File: src/core/tmr_defines.svh
// Purpose: offsets, field positions, reset values for the timer register block
// Assumes: byte-wide register port, 8-bit address
// Notes: 16-bit registers take two byte addresses, low byte first
`ifndef TMR_DEFINES_SVH
`define TMR_DEFINES_SVH
`define TMR_OFS_VFSET 8'h07
`define TMR_OFS_VFCLR 8'h06
`define TMR_OFS_EVENT_CONTROL 8'h09
`define TMR_OFS_INTEN 8'h0a
`define TMR_OFS_INTFLG 8'h0b
`define TMR_OFS_DBG 8'h0e
`define TMR_OFS_STAGE 8'h0f
`define TMR_OFS_CNT 8'h20
`define TMR_OFS_TOP 8'h26
`define TMR_OFS_CMP 8'h28
`define TMR_OFS_LIMSH 8'h36
`define TMR_OFS_CMPSH 8'h38
`define TMR_OFS_WAVE 8'h00
`define TMR_OFS_CMD 8'h05
`define TMR_BIT_LIM_VALID 0
`define TMR_BIT_CMP_VALID 1
`define TMR_BIT_EV_EN 0
`define TMR_BIT_EVENT_ACTION_SELECT_LO 1
`define TMR_BIT_OVF 0
`define TMR_BIT_CMP_IRQ 4
`define TMR_BIT_RUN_HALT 0
`define TMR_BIT_LOCK 1
`define TMR_BIT_UPD_CMD 2
`define TMR_RST_TOP 16'hffff
`define TMR_RST_ZERO 16'h0000
`endif

File: src/core/tmr_pkg.sv
// Purpose: types for the timer register block
// Assumes: nothing
// Notes: event action codes follow the register field encoding
package tmr_pkg;
  typedef enum logic [2:0] {
    rising_edge_action = 3'h0,
    both_edge_action = 3'h1,
    level_gated_action = 3'h2,
    direction_by_event_action = 3'h3
  } tmr_event_action_select_t;
  typedef enum logic [2:0] {
    tmr_wave_normal = 3'h0,
    frequency_waveform = 3'h1,
    tmr_wave_single = 3'h3
  } tmr_wave_t;
endpackage

File: src/core/tmr_core.sv
// Behaviour
// writing a compare shadow sets its valid flag; update clears it
// writing the limit shadow sets its valid flag; update clears it
// writing one to the flag-set register sets valid bits; zero leaves them
// action 0 counts rising event edges; action 1 counts both edges
// action 2 counts prescaled ticks while event is high
// action 3 counts up while event low, down while high
// up/down direction sampled only when a count step happens
// event enable zero ignores events; one follows the action code
// each compare channel interrupt gated by its own enable bit
// overflow interrupt gated by its enable bit
// compare flag set whenever counter equals active compare value; code sets it only while running (not halted with run bit zero)
// compare flag stays until software writes one to it
// overflow flag set at top or bottom per waveform mode
// overflow flag clears only by writing one
// halted with run bit zero: counter stops, events ignored
// halted with run bit one: counter runs normally
// one shared staging byte for 16-bit access, software readable/writable
// 16-bit registers: low byte at offset, high byte at offset plus one
// top limit sets counting limit except frequency mode; resets all ones
// lock blocks update-condition transfer; software update command still transfers
// update copies compare shadows into active compares
// normal/frequency update at top counting up; single-slope updates at bottom
// low byte write staged, high byte write commits; low read captures high
// each interrupt request is flag AND enable, held while both set
//
// Purpose: 16-bit timer counter, event counting, flags and register port
// Assumes: evt_in and dbg_halt come from other domains; tick_en is a prescaler pulse
// Notes: waveform, lock and command bits sit at chosen offsets 0x00 and 0x05
//
// Added by the designer: the address-and-strobe port.
`timescale 1ns/1ps
`include "tmr_defines.svh"
module tmr_core #(
  parameter int NCMP = 3
) (
  input wire logic clk_sys,
  input wire logic sys_rst,
  input wire logic [7:0] reg_addr,
  input wire logic [7:0] reg_wdata,
  input wire logic reg_wr,
  input wire logic reg_rd,
  output logic [7:0] reg_rdata,
  input wire logic tick_en,
  input wire logic evt_in,
  input wire logic dbg_halt,
  output logic irq_ovf,
  output logic [NCMP-1:0] irq_cmp,
  output logic [NCMP-1:0] cmp_match
);
  logic [15:0] cnt_q;
  logic [15:0] top_q;
  logic [15:0] limsh_q;
  logic [15:0] cmp_q [NCMP];
  logic [15:0] cmpsh_q [NCMP];
  logic [NCMP:0] valid_q;
  logic [7:0] event_control_q;
  logic [7:0] inten_q;
  logic [7:0] stage_q;
  logic [7:0] rdata_q;
  logic [NCMP:0] flag_q;
  logic run_halt_q;
  logic lock_q;
  logic dir_q;
  logic [2:0] wave_q;
  logic [1:0] evt_sync_q;
  logic [1:0] halt_sync_q;
  logic evt_prev_q;

  // two flops before any logic sees outside levels
  always_ff @(posedge clk_sys or posedge sys_rst)
    if (sys_rst)
    begin
      evt_sync_q <= 2'h0;
      halt_sync_q <= 2'h0;
      evt_prev_q <= 1'b0;
    end
    else
    begin
      evt_sync_q <= {evt_sync_q[0], evt_in};
      halt_sync_q <= {halt_sync_q[0], dbg_halt};
      evt_prev_q <= evt_sync_q[1];
    end

  function automatic logic hit(input logic [7:0] a, input logic [7:0] base);
    hit = (a == base);
  endfunction

  // high byte of a 16-bit pair commits the whole word
  function automatic logic hit_hi(input logic [7:0] a, input logic [7:0] base);
    hit_hi = (a == base + 8'h01);
  endfunction

  // register selects shared by the write paths
  wire sel_vfset = hit(reg_addr, `TMR_OFS_VFSET);
  wire sel_vfclr = hit(reg_addr, `TMR_OFS_VFCLR);
  wire sel_event_control = hit(reg_addr, `TMR_OFS_EVENT_CONTROL);
  wire sel_inten = hit(reg_addr, `TMR_OFS_INTEN);
  wire sel_intflg = hit(reg_addr, `TMR_OFS_INTFLG);
  wire sel_dbg = hit(reg_addr, `TMR_OFS_DBG);
  wire sel_stage = hit(reg_addr, `TMR_OFS_STAGE);
  wire sel_wave = hit(reg_addr, `TMR_OFS_WAVE);
  wire sel_cmd = hit(reg_addr, `TMR_OFS_CMD);
  wire sel_cnt_hi = hit_hi(reg_addr, `TMR_OFS_CNT);
  wire sel_top_hi = hit_hi(reg_addr, `TMR_OFS_TOP);
  wire sel_limsh_hi = hit_hi(reg_addr, `TMR_OFS_LIMSH);

  wire evt = evt_sync_q[1];
  wire halted = halt_sync_q[1];
  wire running = !halted || run_halt_q;
  wire ev_en = event_control_q[`TMR_BIT_EV_EN] && running;
  wire [2:0] event_action_select = event_control_q[`TMR_BIT_EVENT_ACTION_SELECT_LO +: 3];
  wire rise = evt && !evt_prev_q;
  wire fall = !evt && evt_prev_q;
  wire wr_hi = reg_wr && reg_addr[0];

  // count step and direction per event action
  logic step;
  logic down;
  always_comb
  begin
    step = running && tick_en;
    down = dir_q;
    if (ev_en)
    begin
      case (event_action_select)
        tmr_pkg::rising_edge_action: step = rise;
        tmr_pkg::both_edge_action: step = rise || fall;
        tmr_pkg::level_gated_action: step = tick_en && evt;
        tmr_pkg::direction_by_event_action:
        begin
          step = tick_en;
          down = evt;
        end
        default: step = 1'b0;
      endcase
    end
  end

  wire freq = (wave_q == tmr_pkg::frequency_waveform);
  // frequency mode borrows channel 0 as its limit
  wire [15:0] limit = freq ? cmp_q[0] : top_q;
  wire at_top = !down && (cnt_q == limit);
  wire at_bot = down && (cnt_q == 16'h0000);
  wire single = (wave_q == tmr_pkg::tmr_wave_single);
  // single slope counts up, so the wrap from the limit is its bottom point
  wire top_evt = at_top && !single;
  wire bot_evt = at_bot || (single && at_top);
  wire ovf_ev = step && (top_evt || bot_evt);
  wire upd_cond = step && (single ? bot_evt : top_evt);
  wire upd_cmd = reg_wr && sel_cmd && reg_wdata[`TMR_BIT_UPD_CMD];
  // lock only holds back the hardware update, never the command
  wire do_upd = (upd_cond && !lock_q) || upd_cmd;
  wire [15:0] cnt_inc = cnt_q + 16'h0001;
  wire [15:0] cnt_dec = cnt_q - 16'h0001;
  wire [15:0] cnt_step = down ? cnt_dec : cnt_inc;
  wire [15:0] cnt_next = at_top ? 16'h0000 : (at_bot ? limit : cnt_step);
  wire [15:0] wr16 = {reg_wdata, stage_q};

  // counter with 16-bit commit on the high byte
  // a register write outranks a count step in the same cycle
  always_ff @(posedge clk_sys or posedge sys_rst)
  begin
    if (sys_rst)
      cnt_q <= `TMR_RST_ZERO;
    else if (wr_hi && sel_cnt_hi)
      cnt_q <= wr16;
    else if (step)
      cnt_q <= cnt_next;
  end

  always_ff @(posedge clk_sys or posedge sys_rst)
    if (sys_rst)
    begin
      top_q <= `TMR_RST_TOP;
      limsh_q <= `TMR_RST_TOP;
    end
    else
    begin
      if (wr_hi && sel_limsh_hi)
        limsh_q <= wr16;
      if (wr_hi && sel_top_hi)
        top_q <= wr16;
      else if (do_upd && valid_q[`TMR_BIT_LIM_VALID])
        top_q <= limsh_q;
    end

  // per-channel compare registers, shadows and match flags
  logic [NCMP-1:0] cmp_hit;
  logic [NCMP-1:0] csh_wr;
  genvar g;
  generate
    for (g = 0; g < NCMP; g++)
    begin : g_ch
      assign csh_wr[g] = wr_hi && hit(reg_addr, `TMR_OFS_CMPSH + 8'(2 * g + 1));
      assign cmp_hit[g] = (cnt_q == cmp_q[g]);
      assign irq_cmp[g] = flag_q[`TMR_BIT_CMP_IRQ - 3 + g] && inten_q[`TMR_BIT_CMP_IRQ + g];
      always_ff @(posedge clk_sys or posedge sys_rst)
        if (sys_rst)
        begin
          cmp_q[g] <= `TMR_RST_ZERO;
          cmpsh_q[g] <= `TMR_RST_ZERO;
        end
        else
        begin
          if (csh_wr[g])
            cmpsh_q[g] <= wr16;
          if (wr_hi && hit(reg_addr, `TMR_OFS_CMP + 8'(2 * g + 1)))
            cmp_q[g] <= wr16;
          else if (do_upd)
            cmp_q[g] <= cmpsh_q[g];
        end
    end
  endgenerate
  assign cmp_match = cmp_hit;
  // requests are plain levels; no edge logic on this side
  assign irq_ovf = flag_q[`TMR_BIT_OVF] && inten_q[`TMR_BIT_OVF];

  // valid flags: bit 0 limit, bits 1.. compare; set beats clear
  wire [NCMP:0] v_set_wr = (reg_wr && sel_vfset) ? reg_wdata[NCMP:0] : '0;
  wire [NCMP:0] v_clr_wr = (reg_wr && sel_vfclr) ? reg_wdata[NCMP:0] : '0;
  wire lsh_wr = wr_hi && sel_limsh_hi;
  wire [NCMP:0] v_set = v_set_wr | {csh_wr, lsh_wr};
  always_ff @(posedge clk_sys or posedge sys_rst)
  begin
    if (sys_rst)
      valid_q <= '0;
    else
      valid_q <= ((do_upd ? '0 : valid_q) & ~v_clr_wr) | v_set;
  end

  // interrupt flags: flag index 0 overflow, 1.. compare; write one clears
  wire [NCMP:0] f_set = {cmp_hit & {NCMP{running}}, ovf_ev};
  wire flag_wr = reg_wr && sel_intflg;
  wire [NCMP:0] f_clr = flag_wr ? {reg_wdata[`TMR_BIT_CMP_IRQ +: NCMP], reg_wdata[`TMR_BIT_OVF]} : '0;
  // set wins over a clear in the same cycle so no event is lost
  always_ff @(posedge clk_sys or posedge sys_rst)
  begin
    if (sys_rst)
      flag_q <= '0;
    else
      flag_q <= (flag_q & ~f_clr) | f_set;
  end

  // plain control registers
  wire [7:0] wave_byte = {5'h00, wave_q};
  always_ff @(posedge clk_sys or posedge sys_rst)
    if (sys_rst)
    begin
      event_control_q <= 8'h00;
      inten_q <= 8'h00;
      run_halt_q <= 1'b0;
      wave_q <= 3'h0;
      lock_q <= 1'b0;
    end
    else if (reg_wr)
    begin
      if (sel_event_control)
        event_control_q <= reg_wdata & 8'h0f;
      if (sel_inten)
        inten_q <= reg_wdata & 8'h71;
      if (sel_dbg)
        run_halt_q <= reg_wdata[`TMR_BIT_RUN_HALT];
      if (sel_wave)
        wave_q <= reg_wdata[2:0];
      if (sel_cmd)
        lock_q <= reg_wdata[`TMR_BIT_LOCK];
    end

  // direction latched on a step only
  // kept between steps, so other actions reuse the last direction
  always_ff @(posedge clk_sys or posedge sys_rst)
  begin
    if (sys_rst)
      dir_q <= 1'b0;
    else if (step)
      dir_q <= down;
  end

  // 16-bit read source for high-byte capture
  logic [15:0] rd16;
  logic rd16_ok;
  always_comb
  begin
    rd16 = 16'h0000;
    rd16_ok = 1'b1;
    case ({reg_addr[7:1], 1'b0})
      `TMR_OFS_CNT: rd16 = cnt_q;
      `TMR_OFS_TOP: rd16 = top_q;
      `TMR_OFS_LIMSH: rd16 = limsh_q;
      `TMR_OFS_CMP: rd16 = cmp_q[0];
      `TMR_OFS_CMP + 8'h02: rd16 = cmp_q[1];
      `TMR_OFS_CMP + 8'h04: rd16 = cmp_q[2];
      `TMR_OFS_CMPSH: rd16 = cmpsh_q[0];
      `TMR_OFS_CMPSH + 8'h02: rd16 = cmpsh_q[1];
      `TMR_OFS_CMPSH + 8'h04: rd16 = cmpsh_q[2];
      default: rd16_ok = 1'b0;
    endcase
  end

  // staging byte: low write stores, low read captures high
  always_ff @(posedge clk_sys or posedge sys_rst)
  begin
    if (sys_rst)
      stage_q <= 8'h00;
    else if (reg_wr && (sel_stage || (rd16_ok && !reg_addr[0])))
      stage_q <= reg_wdata;
    else if (reg_rd && rd16_ok && !reg_addr[0])
      stage_q <= rd16[15:8];
  end

  // read mux; high byte read returns staged value, unmapped reads zero
  // both bytes of a pair thus come from one instant
  logic [7:0] rmux;
  always_comb
  begin
    rmux = 8'h00;
    if (rd16_ok)
      rmux = reg_addr[0] ? stage_q : rd16[7:0];
    else
    begin
      case (reg_addr)
        `TMR_OFS_VFSET: rmux = {{(7 - NCMP){1'b0}}, valid_q};
        `TMR_OFS_VFCLR: rmux = {{(7 - NCMP){1'b0}}, valid_q};
        `TMR_OFS_EVENT_CONTROL: rmux = event_control_q;
        `TMR_OFS_INTEN: rmux = inten_q;
        `TMR_OFS_INTFLG: rmux = {1'b0, flag_q[NCMP:1], 3'h0, flag_q[0]};
        `TMR_OFS_DBG: rmux = {7'h00, run_halt_q};
        `TMR_OFS_STAGE: rmux = stage_q;
        `TMR_OFS_WAVE: rmux = wave_byte;
        `TMR_OFS_CMD: rmux = {6'h00, lock_q, dir_q};
        default: rmux = 8'h00;
      endcase
    end
  end

  always_ff @(posedge clk_sys or posedge sys_rst)
  begin
    if (sys_rst)
      rdata_q <= 8'h00;
    else if (reg_rd)
      rdata_q <= rmux;
  end
  assign reg_rdata = rdata_q;
endmodule

File: config.mk
export PLATFORM = sky130hd
export DESIGN_NAME = tmr_core
export DESIGN_NICKNAME = d
export VERILOG_FILES = /design/src/core/tmr_pkg.sv /design/src/core/tmr_core.sv
export VERILOG_INCLUDE_DIRS = /design/src /design/src/core
export SDC_FILE = /design/constraint.sdc
export NUM_CORES = 1
export LEC_CHECK = 0
export ABC_CLOCK_PERIOD_IN_PS = 4600
export BUFFER_PORTS_ARGS = -buffer_cell sky130_fd_sc_hd__buf_2
export CAP_MARGIN = 20
export CORE_MARGIN = 3
export CORE_UTILIZATION = 45
export DETAILED_ROUTE_END_ITERATION = 6
export PLACE_DENSITY = 0.72
export SYNTH_ARGS = -nofsm -noshare
export SYNTH_HDL_FRONTEND = slang
export SYNTH_SLANG_ARGS = --single-unit
File: constraint.sdc
create_clock -name clk_sys -period 4.6 [get_ports clk_sys]
set_input_delay 0 -clock clk_sys [delete_from_list [all_inputs] [get_ports clk_sys]]
set_output_delay 0 -clock clk_sys [all_outputs]
set_load 0.05 [all_outputs]
==> metrics.md, run 1 <==
| Metric | Value |
|---|---|
| Hold depth | `3` |
| Fin crit period | `3800 ps` |
| Cell count after synthesis | `1175` |
| Reg2Reg Depth | `12` |
| CTS tree | `done` |
| Number of flops mapped to enable cells by yosys | `0` |
| CTS buffer count | `17` |
| Post-synth ARST share | `100%` |
| Most used flip-flop cell after synthesis | `dfrtp_1` |
| Maxcap violations | `0` |
| Cell Pwr Density | `415 mW/mm2` |
| Yosys cell types | `64` |
| Synth warn | `0` |
| Die height | `164 um` |
| Initial core utilization | `46.1%` |
| Peak Freq | `263 MHz` |
| Yosys top cell by area | `dfrtp_1` |
| H-tree levels | `4` |
| Mapped cell area | `0.0113 mm2` |
| Clk Latency, worst-skew pair | `450 ps` |
| Syn_area_per_cell | `9.60 um2` |
| Core ar. | `0.0245 mm2` |
| RSZ-0062 raised after global routing | `false` |
| Slew @ Worst Pin | `945 ps` |
| Final Cycle Share | `82.6%` |
| Post-route clock skew | `13.7 ps` |
| Hold Buf Count CTS | `12` |
| Vias in the first global route | `9112` |
| Worst hold start | `reg_wr` |
| Worst r2r dst | `cnt_q[15]` |
| DIE AREA | `0.0270 mm2` |
| Drt pass-1 iters | `7` |
| Hold EP | `lock_q` |
| Syn nets | `1214` |
| CTS clk-pin slew, worst paths | `80 ps` |
| Register area share after synthesis | `41.8%` |
| CP max FO | `17` |
| Crit path kind | `reg2reg` |
| Clk buf depth | `2` |
| Via count | `9621` |
| Area fraction of the dominant cell type after synthesis | `34.4%` |
| Sink Count | `187` |
| Setup bufs post-CTS | `0` |
| Status | `complete, but fails checks` |
| Antenna-violating nets left | `0` |
| Power consumption | `5.18 mW` |
| CTS resizes | `0` |
| Final net count | `1218` |
| Gr usage total | `26.0%` |
| Leakage | `5.35 nW` |
| Vias per inst | `6.35` |
| TNS Setup | `0 ps` |
| DRC viols | `1` |
| Initial DRC Count | `1064` |
| Port bufs | `37` |
| Hold slack | `18.7 ps` |
| Initial antenna violation count | `0` |
| Share of cells above drive strength 1 | `18.3%` |
| WL per Instance | `23.2 um` |
| Pins Over Slew Limit | `0` |
| # IOs | `38` |
| Inserted Diodes | `0` |
| CP endpoint kind | `flop` |
| Total Routed Length | `35.2 mm` |
| FF-to-FF Start | `event_control_q[3]` |
| Slew HR | `36.8%` |
| Setup crit start kind | `flop` |
| Top post-synthesis cells by area | `dfrtp_1 (34%), mux2i_1 (8.8%), dfstp_2 (7.5%)` |
| R2R Setup Slk | `800 ps` |
| Remaining global-route overflow | `0` |
| Area Overhead vs Synth | `10.6%` |
| Die X | `164 um` |
| Worst VDD drop | `0.267 mV` |
| Dpl hpwl | `24.5 mm` |
| First-pass GRT wire length | `54.1 mm` |
| Hold Path Class | `in2reg` |
| Failing checks | `DRC` |
| Core Rows | `57` |
| Final setup vio count | `0` |
| GP Congestion | `0.989` |
| Register bit count reported by yosys | `187` |
| Root Buffer | `clkbuf_16` |
| Critical Path RT | `4960 ps` |
| Final hold vios | `0` |
| Largest net degree at the start of global routing | `152` |
| Crit path arrival time | `4160 ps` |
[cell type report]
| class | count | area, um2 |
|---|---|---|
| Clock buffer | 18 | 450 |
| Clock inverter | 14 | 170 |
| Fill cell | 2160 | 12000 |
| Inverter | 30 | 116 |
| Multi-Input combinational cell | 868 | 6060 |
| Sequential cell | 187 | 4720 |
| Tap cell | 324 | 405 |
| Timing Repair Buffer | 75 | 558 |
[sequential cells by signal, summed over array words and instances (netlist names)]
register and count:
cmp_q 48, cmpsh_q 48, cnt_q 16, limsh_q 16, top_q 16, reg_rdata 8, stage_q 8, event_control_q 4
flag_q 4, inten_q 4, valid_q 4, wave_q 3, evt_sync_q 2, halt_sync_q 2, dir_q 1, evt_prev_q 1
lock_q 1, run_halt_q 1
[power by group]
group,switching (mW),internal (mW)
registers,0.449,1.81
clock network,0.713,0.856
logic,0.724,0.631
[how the worst max path moves through the flow]
stage	start	end	slack, ps	depth (start not counted)
floorplan	event_control_q[3]	cnt_q[15]	1180	12
global placement	event_control_q[3]	cnt_q[15]	950	12
detailed placement	event_control_q[3]	cnt_q[15]	830	12
CTS	event_control_q[3]	cnt_q[15]	810	12
global route	event_control_q[3]	cnt_q[15]	630	12
finish	event_control_q[3]	cnt_q[15]	800	12
[placed cells by master, fill, tap and decap left out, drive strengths merged, types with 4 or more instances in the layout]
cell	instances
ha	15
nand3	11
a211oi	4
o21ai	94
a22oi	32
a21o	5
nand3b	6
mux2i	99
mux2	70
nand4	12
nor3	13
nor2	80
nand2	106
dfrtp	155
o211ai	11
xnor2	41
and2	17
inv	38
buf	62
nor4	14
dfstp	32
a31oi	16
o21a	5
nand2b	9
and3	6
xor2	16
a22o	13
nor3b	5
clkbuf	19
a32oi	4
nor2b	7
a21oi	74
o221ai	4
or3	7
a222oi	5
o22ai	15
dlygate4sd3	12
or2	5
a221oi	22
[kinds of logic (layout without fill, tap and decap cells)]
family / after synthesis / in the layout / share of synthesized area [%]
and+or+nand+nor: 306 / 306 / 13.0
AOI/OAI and AO/OA: 320 / 320 / 18.2
muxes: 169 / 169 / 15.8
adders and majority gates: 16 / 16 / 1.84
buffers and inverters: 120 / 137 / 4.92
DFF: 187 / 187 / 41.8
xor gates and xnor gates: 57 / 57 / 4.42
[layer usage]
metal	global-route usage, %	part of all wire [%]
met2	39.7	45
met1	36.2	43
met5	0	0
met4	10.8	4.1
met3	4.92	8.9
[cell usage after synthesis, drive strengths merged, types with 22 or more instances]
cell type,instances
mux2i,99
o21ai,94
dfstp,32
inv,30
nand2,106
dfrtp,155
a21oi,74
mux2,70
a22oi,32
nor2,80
a221oi,22
xnor2,41
clkbuf,73
[per-stage QoR]
stage	utilization (%)	std cells	setup slack, ps	cell area, um2
global placement	47.8	1470	949	11700
detailed placement	47.8	1470	834	11700
global route	51.0	1516	632	12500
CTS	50.9	1514	812	12400
finish	51.0	1516	798	12500
floorplan	-	1175	1180	11300
[worst max-delay path, stage by stage, from the launching register on]
cell	delay, ps
dfrtp_1	420
nand2b_1	170
o31a_1	290
or2_2	460
ha_1	290
or3_1	430
or3b_2	470
o211a_1	250
a211oi_1	350
o21bai_1	100
a21oi_1	190
xnor2_1	90
o31ai_1	180
Note: power is estimated with default switching activity, not from simulation.
==> run 2: changes to the inputs <==
ABC_AREA = 1   (was unset)
ABC_CLOCK_PERIOD_IN_PS = 3100   (was 4600)
clock period = 3.1 ns   (was 4.6 ns; I/O delays follow)
==> run 2 against run 1 <==
The flow now finishes without violations. Global-route usage grew 3.4 points. Combinational power increased by 64%. Critical path depth increased by 5. Clock-buffer cell count decreased by 1.
==> metrics.md, run 2 <==
| Metric | Value |
|---|---|
| Status | `finished, final reports clean` |
| Syn nets | `1612` |
| Pins Over Slew Limit | `0` |
| Core Rows | `57` |
| P_int | `4.52 mW` |
| Final Cycle Share | `92.8%` |
| Cell count after synthesis | `1573` |
| Share of cells above drive strength 1 | `11.4%` |
| Die X | `165 um` |
| # IOs | `38` |
| Post-route cell area | `0.0127 mm2` |
| Hold Path Class | `in2reg` |
| Most used flip-flop cell after synthesis | `dfrtp_1` |
| Remaining global-route overflow | `0` |
| Sink Count | `187` |
| Largest net degree at the start of global routing | `64` |
| DRC viols | `0` |
| Post-synth ARST share | `100%` |
| WP buf/inv | `2` |
| Drt pass-1 iters | `6` |
| Vias per inst | `5.82` |
| Total Routed Length | `38.9 mm` |
| Core ar. | `0.0245 mm2` |
| Seq pwr share | `40.2%` |
| Largest stage delay, worst path | `410 ps` |
| Number of flops mapped to enable cells by yosys | `0` |
| Leakage | `5.72 nW` |
| Register bit count reported by yosys | `187` |
| CP endpoint kind | `flop` |
| Cell Pwr Density | `587 mW/mm2` |
| Antenna-violating nets left | `0` |
| CP dominant cell by count | `nand2_1` |
| Setup crit start kind | `flop` |
| Post-route clock skew | `15.2 ps` |
| Register area share after synthesis | `41.7%` |
| H-tree levels | `4` |
| Comb pwr share | `30.0%` |
| Area fraction of the dominant cell type after synthesis | `34.3%` |
| Initial DRC Count | `1412` |
| Crit path kind | `reg2reg` |
| Initial antenna violation count | `0` |
| Mapped cell area | `0.0113 mm2` |
| Maxcap violations | `0` |
| Crit path arrival time | `3250 ps` |
| Yosys cell types | `51` |
| TNS Setup | `0 ps` |
| RSZ-0062 raised after global routing | `false` |
| Die height | `165 um` |
| CTS buffer count | `17` |
| CP Cell Sequence | `inv_1, nand3_2, nand2_1, nand2_1, nand2_1, nand2_1, inv_1, nand2_1, nor2_2, nand3_2, nand2_2, nand2_4, nand2_8, nand2_4, nand2_4, nand2_1, nand2_1` |
| CTS clk-pin slew, worst paths | `80 ps` |
| Slowest CP cell | `nand3_2` |
| Top Registers | `cmp_q (48), cmpsh_q (48)` |
| Initial core utilization | `46.1%` |
| Top cell types by occurrence after synthesis | `nand2_1 (523), o21ai_0 (186), dfrtp_1 (155)` |
| Top post-synthesis cells by area | `dfrtp_1 (34%), nand2_1 (17%), o21ai_0 (8.2%)` |
| Yosys top cell by area | `dfrtp_1` |
| Placed cell area | `0.0119 mm2` |
| Clock share of power | `29.8%` |
| CP delay by family, top | `simple AND/OR/NAND/NOR gates` |
| Power consumption | `7.44 mW` |
| DIE AREA | `0.0271 mm2` |
| Hold slack | `26.3 ps` |
| Syn_area_per_cell | `7.20 um2` |
| WL per Instance | `20.0 um` |
| Peak Freq | `348 MHz` |
| Switching share of power | `39.2%` |
| Worst VDD drop | `0.463 mV` |
| Commonest non-fill, non-tap cell in the layout | `nand2_1` |
| Inserted Diodes | `0` |
| Synth warn | `0` |
| Port bufs | `37` |
| Final hold vios | `0` |
| First-pass GRT wire length | `61.4 mm` |
| Clk Latency, worst-skew pair | `440 ps` |
| Fin crit period | `2880 ps` |
| Final setup vio count | `0` |
| CP max FO | `17` |
| Sw Pwr | `2.91 mW` |
| Most frequent cells in the layout | `nand2_1 (522), o21ai_0 (186), dfrtp_1 (155)` |
| Vias in the first global route | `10600` |
| Slew HR | `48.5%` |
| Final net count | `1644` |
| Most common cell in the netlist | `nand2_1` |
| Gr usage total | `29.4%` |
| Root Buffer | `clkbuf_16` |
| Dpl hpwl | `28.5 mm` |
| GP Congestion | `0.976` |
| Via count | `11300` |
| Slew @ Worst Pin | `766 ps` |
| Area Overhead vs Synth | `12.0%` |
| Clk buf depth | `2` |
| Critical Path RT | `3480 ps` |
| CTS tree | `done` |
-- run 2: cell type report --
cell class	instances	area, um2
clock inverter	15	166
timing repair buffer	92	661
sequential	187	4720
clock buffer	17	425
fill	2425	11900
tap	324	405
inverter	143	541
multi-input combinational	1164	5760
-- run 2: worst paths after layout --
kind	slack, ps	from	depth (start not counted)	to
worst max-delay path	220	wave_q[2]	17	top_q[4]
max in group asynchronous	2050	sys_rst	4	limsh_q[4]
min in group asynchronous	210	sys_rst	3	cmpsh_q[5]
worst min register to register	370	halt_sync_q[0]	0	halt_sync_q[1]
worst max register to register	220	wave_q[2]	17	top_q[4]
worst min-delay path	30	reg_addr[2]	5	lock_q
-- run 2: tightest hold or removal path, stage by stage --
cell and delay [ps]:
buf_2 120, nand2_1 60, nor3_1 80, nand2_1 80
o21ai_0 80
-- run 2: timing repair --
action,CTS,global route
hold buffers,10,0
endpoints found under the hold margin,42,0
setup endpoints to repair,0,39
buffers inserted,0,3
gates resized for setup,0,4
-- run 2: layer usage --
layer  vias to the layer above  share of wire [%]  GRT usage, %
met1                      5355                 43          41.3
met2                       568                 45          46.0
met5                         -                  0             0
met3                        94                8.7          5.14
li1                       5287                  -             -
met4                         0                3.4          10.2
-- run 2: power by group through the flow --
stage / Combinational (mW) / Sequential (mW) / Clock, mW
3_5_place_dp: 2.17 / 3.01 / 0
5_1_grt: 2.51 / 3.01 / 2.34
3_3_place_gp: 2.15 / 3.01 / 0
2_1_floorplan: 1.67 / 2.82 / 0
6_report: 2.23 / 2.99 / 2.22
4_1_cts: 2.20 / 2.97 / 2.24
-- run 2: cell families (layout without fill, tap and decap cells) --
family / after synthesis / count (layout) / share of synthesized area [%]
and+or+nand+nor: 751 / 752 / 27.8
xor gates and xnor gates: 37 / 37 / 2.86
AOI/OAI and AO/OA: 359 / 359 / 18.1
buffers and inverters: 223 / 267 / 7.73
DFF: 187 / 187 / 41.7
adders and majority gates: 16 / 16 / 1.83
-- run 2: per-stage QoR --
stage | setup WS (ps) | cells | utilization (%)
2_1_floorplan | 332 | 1573 | -
3_3_place_gp | 228 | 1896 | 48.6
3_5_place_dp | 158 | 1896 | 48.6
4_1_cts | 121 | 1938 | 51.5
5_1_grt | 10.1 | 1942 | 51.7
6_report | 224 | 1942 | 51.7
==> run 3: changes to the inputs <==
CORE_UTILIZATION = 57   (was 45)
CTS_CLUSTER_SIZE = 25   (was unset)
PLACE_DENSITY = 0.86   (was 0.72)
RECOVER_POWER = 25   (was unset)
==> run 3 against run 2 <==
The run now ends with capacitance limit, slew limit left. Cell area fell by 0.72%. Combinational power grew 5%. Global-route usage rose by 4.7 points. Non-clock buffer count did not move. Clock power down 2%. First-iteration DRC count up 40%. Hold slack gained 9.8 ps. Die area is 20% lower. Worst setup slack lost 72 ps. Wire length down 4.7%.
==> metrics.md, run 3 (synthesis results as in run 2) <==
| Metric | Value |
|---|---|
| Largest net degree at the start of global routing | `188` |
| CTS tree | `done` |
| Worst VDD drop | `0.431 mV` |
| Clk Latency, worst-skew pair | `450 ps` |
| Worst hold start | `reg_addr[2]` |
| CP Cell Sequence | `inv_1, nand2_1, nor2_1, nand3_1, nand2_4, inv_4, buf_4, ha_1, nand2_1, inv_1, nand2_1, nand2_1, a31oi_2, o21ai_0, or2_2, nand2_1, nand3_1, o211ai_1` |
| Vias in the first global route | `10600` |
| Clk buf depth | `2` |
| RSZ-0062 raised after global routing | `true` |
| Port bufs | `37` |
| Largest stage delay, worst path | `380 ps` |
| Pins Over Slew Limit | `188` |
| First-pass GRT wire length | `58.2 mm` |
| Final setup vio count | `0` |
| Crit path from | `event_control_q[3]` |
| CTS clk-pin slew, worst paths | `80 ps` |
| H-tree levels | `4` |
| P_int | `4.57 mW` |
| Share of cells above drive strength 1 | `10.9%` |
| Placed cell area | `0.0119 mm2` |
| Initial antenna violation count | `0` |
| Dpl hpwl | `26.3 mm` |
| Gr usage total | `34.1%` |
| DIE AREA | `0.0216 mm2` |
| Maxcap violations | `1` |
| Final Cycle Share | `95.1%` |
| Hold Path Class | `in2reg` |
| Final worst slack | `152 ps` |
| Failing checks | `capacitance limit, slew limit` |
| Place WS | `-26.3 ps` |
| Clock share of power | `29.2%` |
| Die height | `147 um` |
| Cell Pwr Density | `590 mW/mm2` |
| Post-route clock skew | `16.4 ps` |
| DRC viols | `0` |
| CP endpoint kind | `flop` |
| Fin crit period | `2950 ps` |
| Area of the multi-input gates | `0.00578 mm2` |
| Critical Path RT | `3450 ps` |
| Antenna-violating nets left | `0` |
| Most frequent cells in the layout | `nand2_1 (522), o21ai_0 (186), dfrtp_1 (155)` |
| Crit path kind | `reg2reg` |
| Root Buffer | `clkbuf_16` |
| FF-to-FF Start | `event_control_q[3]` |
| Initial core utilization | `59.3%` |
| Power consumption | `7.43 mW` |
| Layout fillers | `1552` |
| Status | `complete, but fails checks` |
| Core ar. | `0.0191 mm2` |
| Remaining global-route overflow | `0` |
| Sw Pwr | `2.86 mW` |
| Peak Freq | `339 MHz` |
| CTS buffer count | `17` |
| Core Rows | `50` |
| Slew @ Worst Pin | `2550 ps` |
| Comb pwr share | `31.5%` |
| Sink Count | `187` |
| Final net count | `1643` |
| Final hold vios | `0` |
| GP Congestion | `1.02` |
| Via count | `11600` |
| Seq pwr share | `39.3%` |
| Setup crit start kind | `flop` |
| Crit path arrival time | `3300 ps` |
| CP max FO | `9` |
| # IOs | `38` |
| Switching share of power | `38.5%` |
| Leakage | `5.67 nW` |
| WL per Instance | `19.8 um` |
| Die X | `147 um` |
| Slew HR | `-70.2%` |
| Initial DRC Count | `1970` |
| Slowest CP cell | `dfrtp_1` |
| Inserted Diodes | `0` |
| CP dominant cell by count | `nand2_1` |
| Total Routed Length | `37.1 mm` |
| Drt pass-1 iters | `7` |
| FF/Latch Area | `0.00472 mm2` |
| Area Overhead vs Synth | `11.2%` |
| Vias per inst | `6.20` |
| Top Registers | `cmp_q (48), cmpsh_q (48)` |
| Commonest non-fill, non-tap cell in the layout | `nand2_1` |
| Post-route cell area | `0.0126 mm2` |
==> run 3: changes by cell type in the layout (fill, tap and decap cells not counted), sizes merged <==
cell         before  now
buf              82   68
clkbuf           17   32
clkinvlp          3    4
dlygate4sd3      10   11
inv             143  140
nand3            82   81
==> run 3: critical path, delay by kind of cell, from the launching register on <==
family / cells / cell delay (ps)
simple gates: 10 / 1270
flops: 1 / 380
compound gates: 3 / 430
fa+ha+maj: 1 / 330
buf+inv: 4 / 440
==> run 3: through the flow <==
stage	setup TNS (ps)	instances	hold WS (ps)	util, %
detailed placement	-28.1	1832	115	62.1
global placement	0	1832	110	62.1
global route	-63.4	1877	86.4	66.0
floorplan	0	1573	31.4	-
CTS	0	1875	24.3	65.8
finish	0	1877	36.1	66.0
==> run 3: what timing repair did <==
item | 4_1_cts | 5_1_grt
pin swaps | 0 | 1
setup endpoints to repair | 2 | 47
hold endpoints to repair | 171 | 0
hold buffers | 11 | 0
setup buffers | 0 | 2
gates resized for setup | 1 | 10
==> run 3: per-layer routing <==
| metal | GRT usage [%] | wire length [um] | up-vias |
|---|---|---|---|
| li1 | - | - | 5287 |
| met1 | 46.9 | 14300 | 5306 |
| met2 | 52.5 | 16200 | 852 |
| met3 | 7.37 | 4570 | 192 |
| met4 | 14.9 | 2040 | 0 |
| met5 | 0 | 0 | - |
==> run 3: path summary, 6_finish.rpt <==
path,endpoint,slack (ps),depth (start not counted)
max,cnt_q[10],150,18
min,lock_q,40,5
max reg2reg,cnt_q[10],150,18
min reg2reg,halt_sync_q[1],370,0
max in group asynchronous,cmpsh_q[17],440,4
min in group asynchronous,cmpsh_q[12],1000,4
==> run 3: area by class of cell <==
| type | count | area share (%) |
|---|---|---|
| multi-input cells | 1163 | 45.9 |
| repair buffers | 92 | 5.05 |
| clock buffers | 19 | 3.60 |
| well taps | 260 | 2.58 |
| clock inverters | 13 | 1.05 |
| inverters | 143 | 4.31 |
| flip-flops and latches | 187 | 37.5 |
==> run 3: power groups by stage <==
stage / Sequential (mW) / Combinational (mW) / Clock, mW
after floorplan: 2.82 / 1.67 / 0
after global placement: 2.93 / 2.19 / 0
after detailed placement: 2.94 / 2.23 / 0
after CTS: 2.90 / 2.26 / 2.16
after global routing: 2.94 / 2.60 / 2.26
final: 2.92 / 2.34 / 2.17
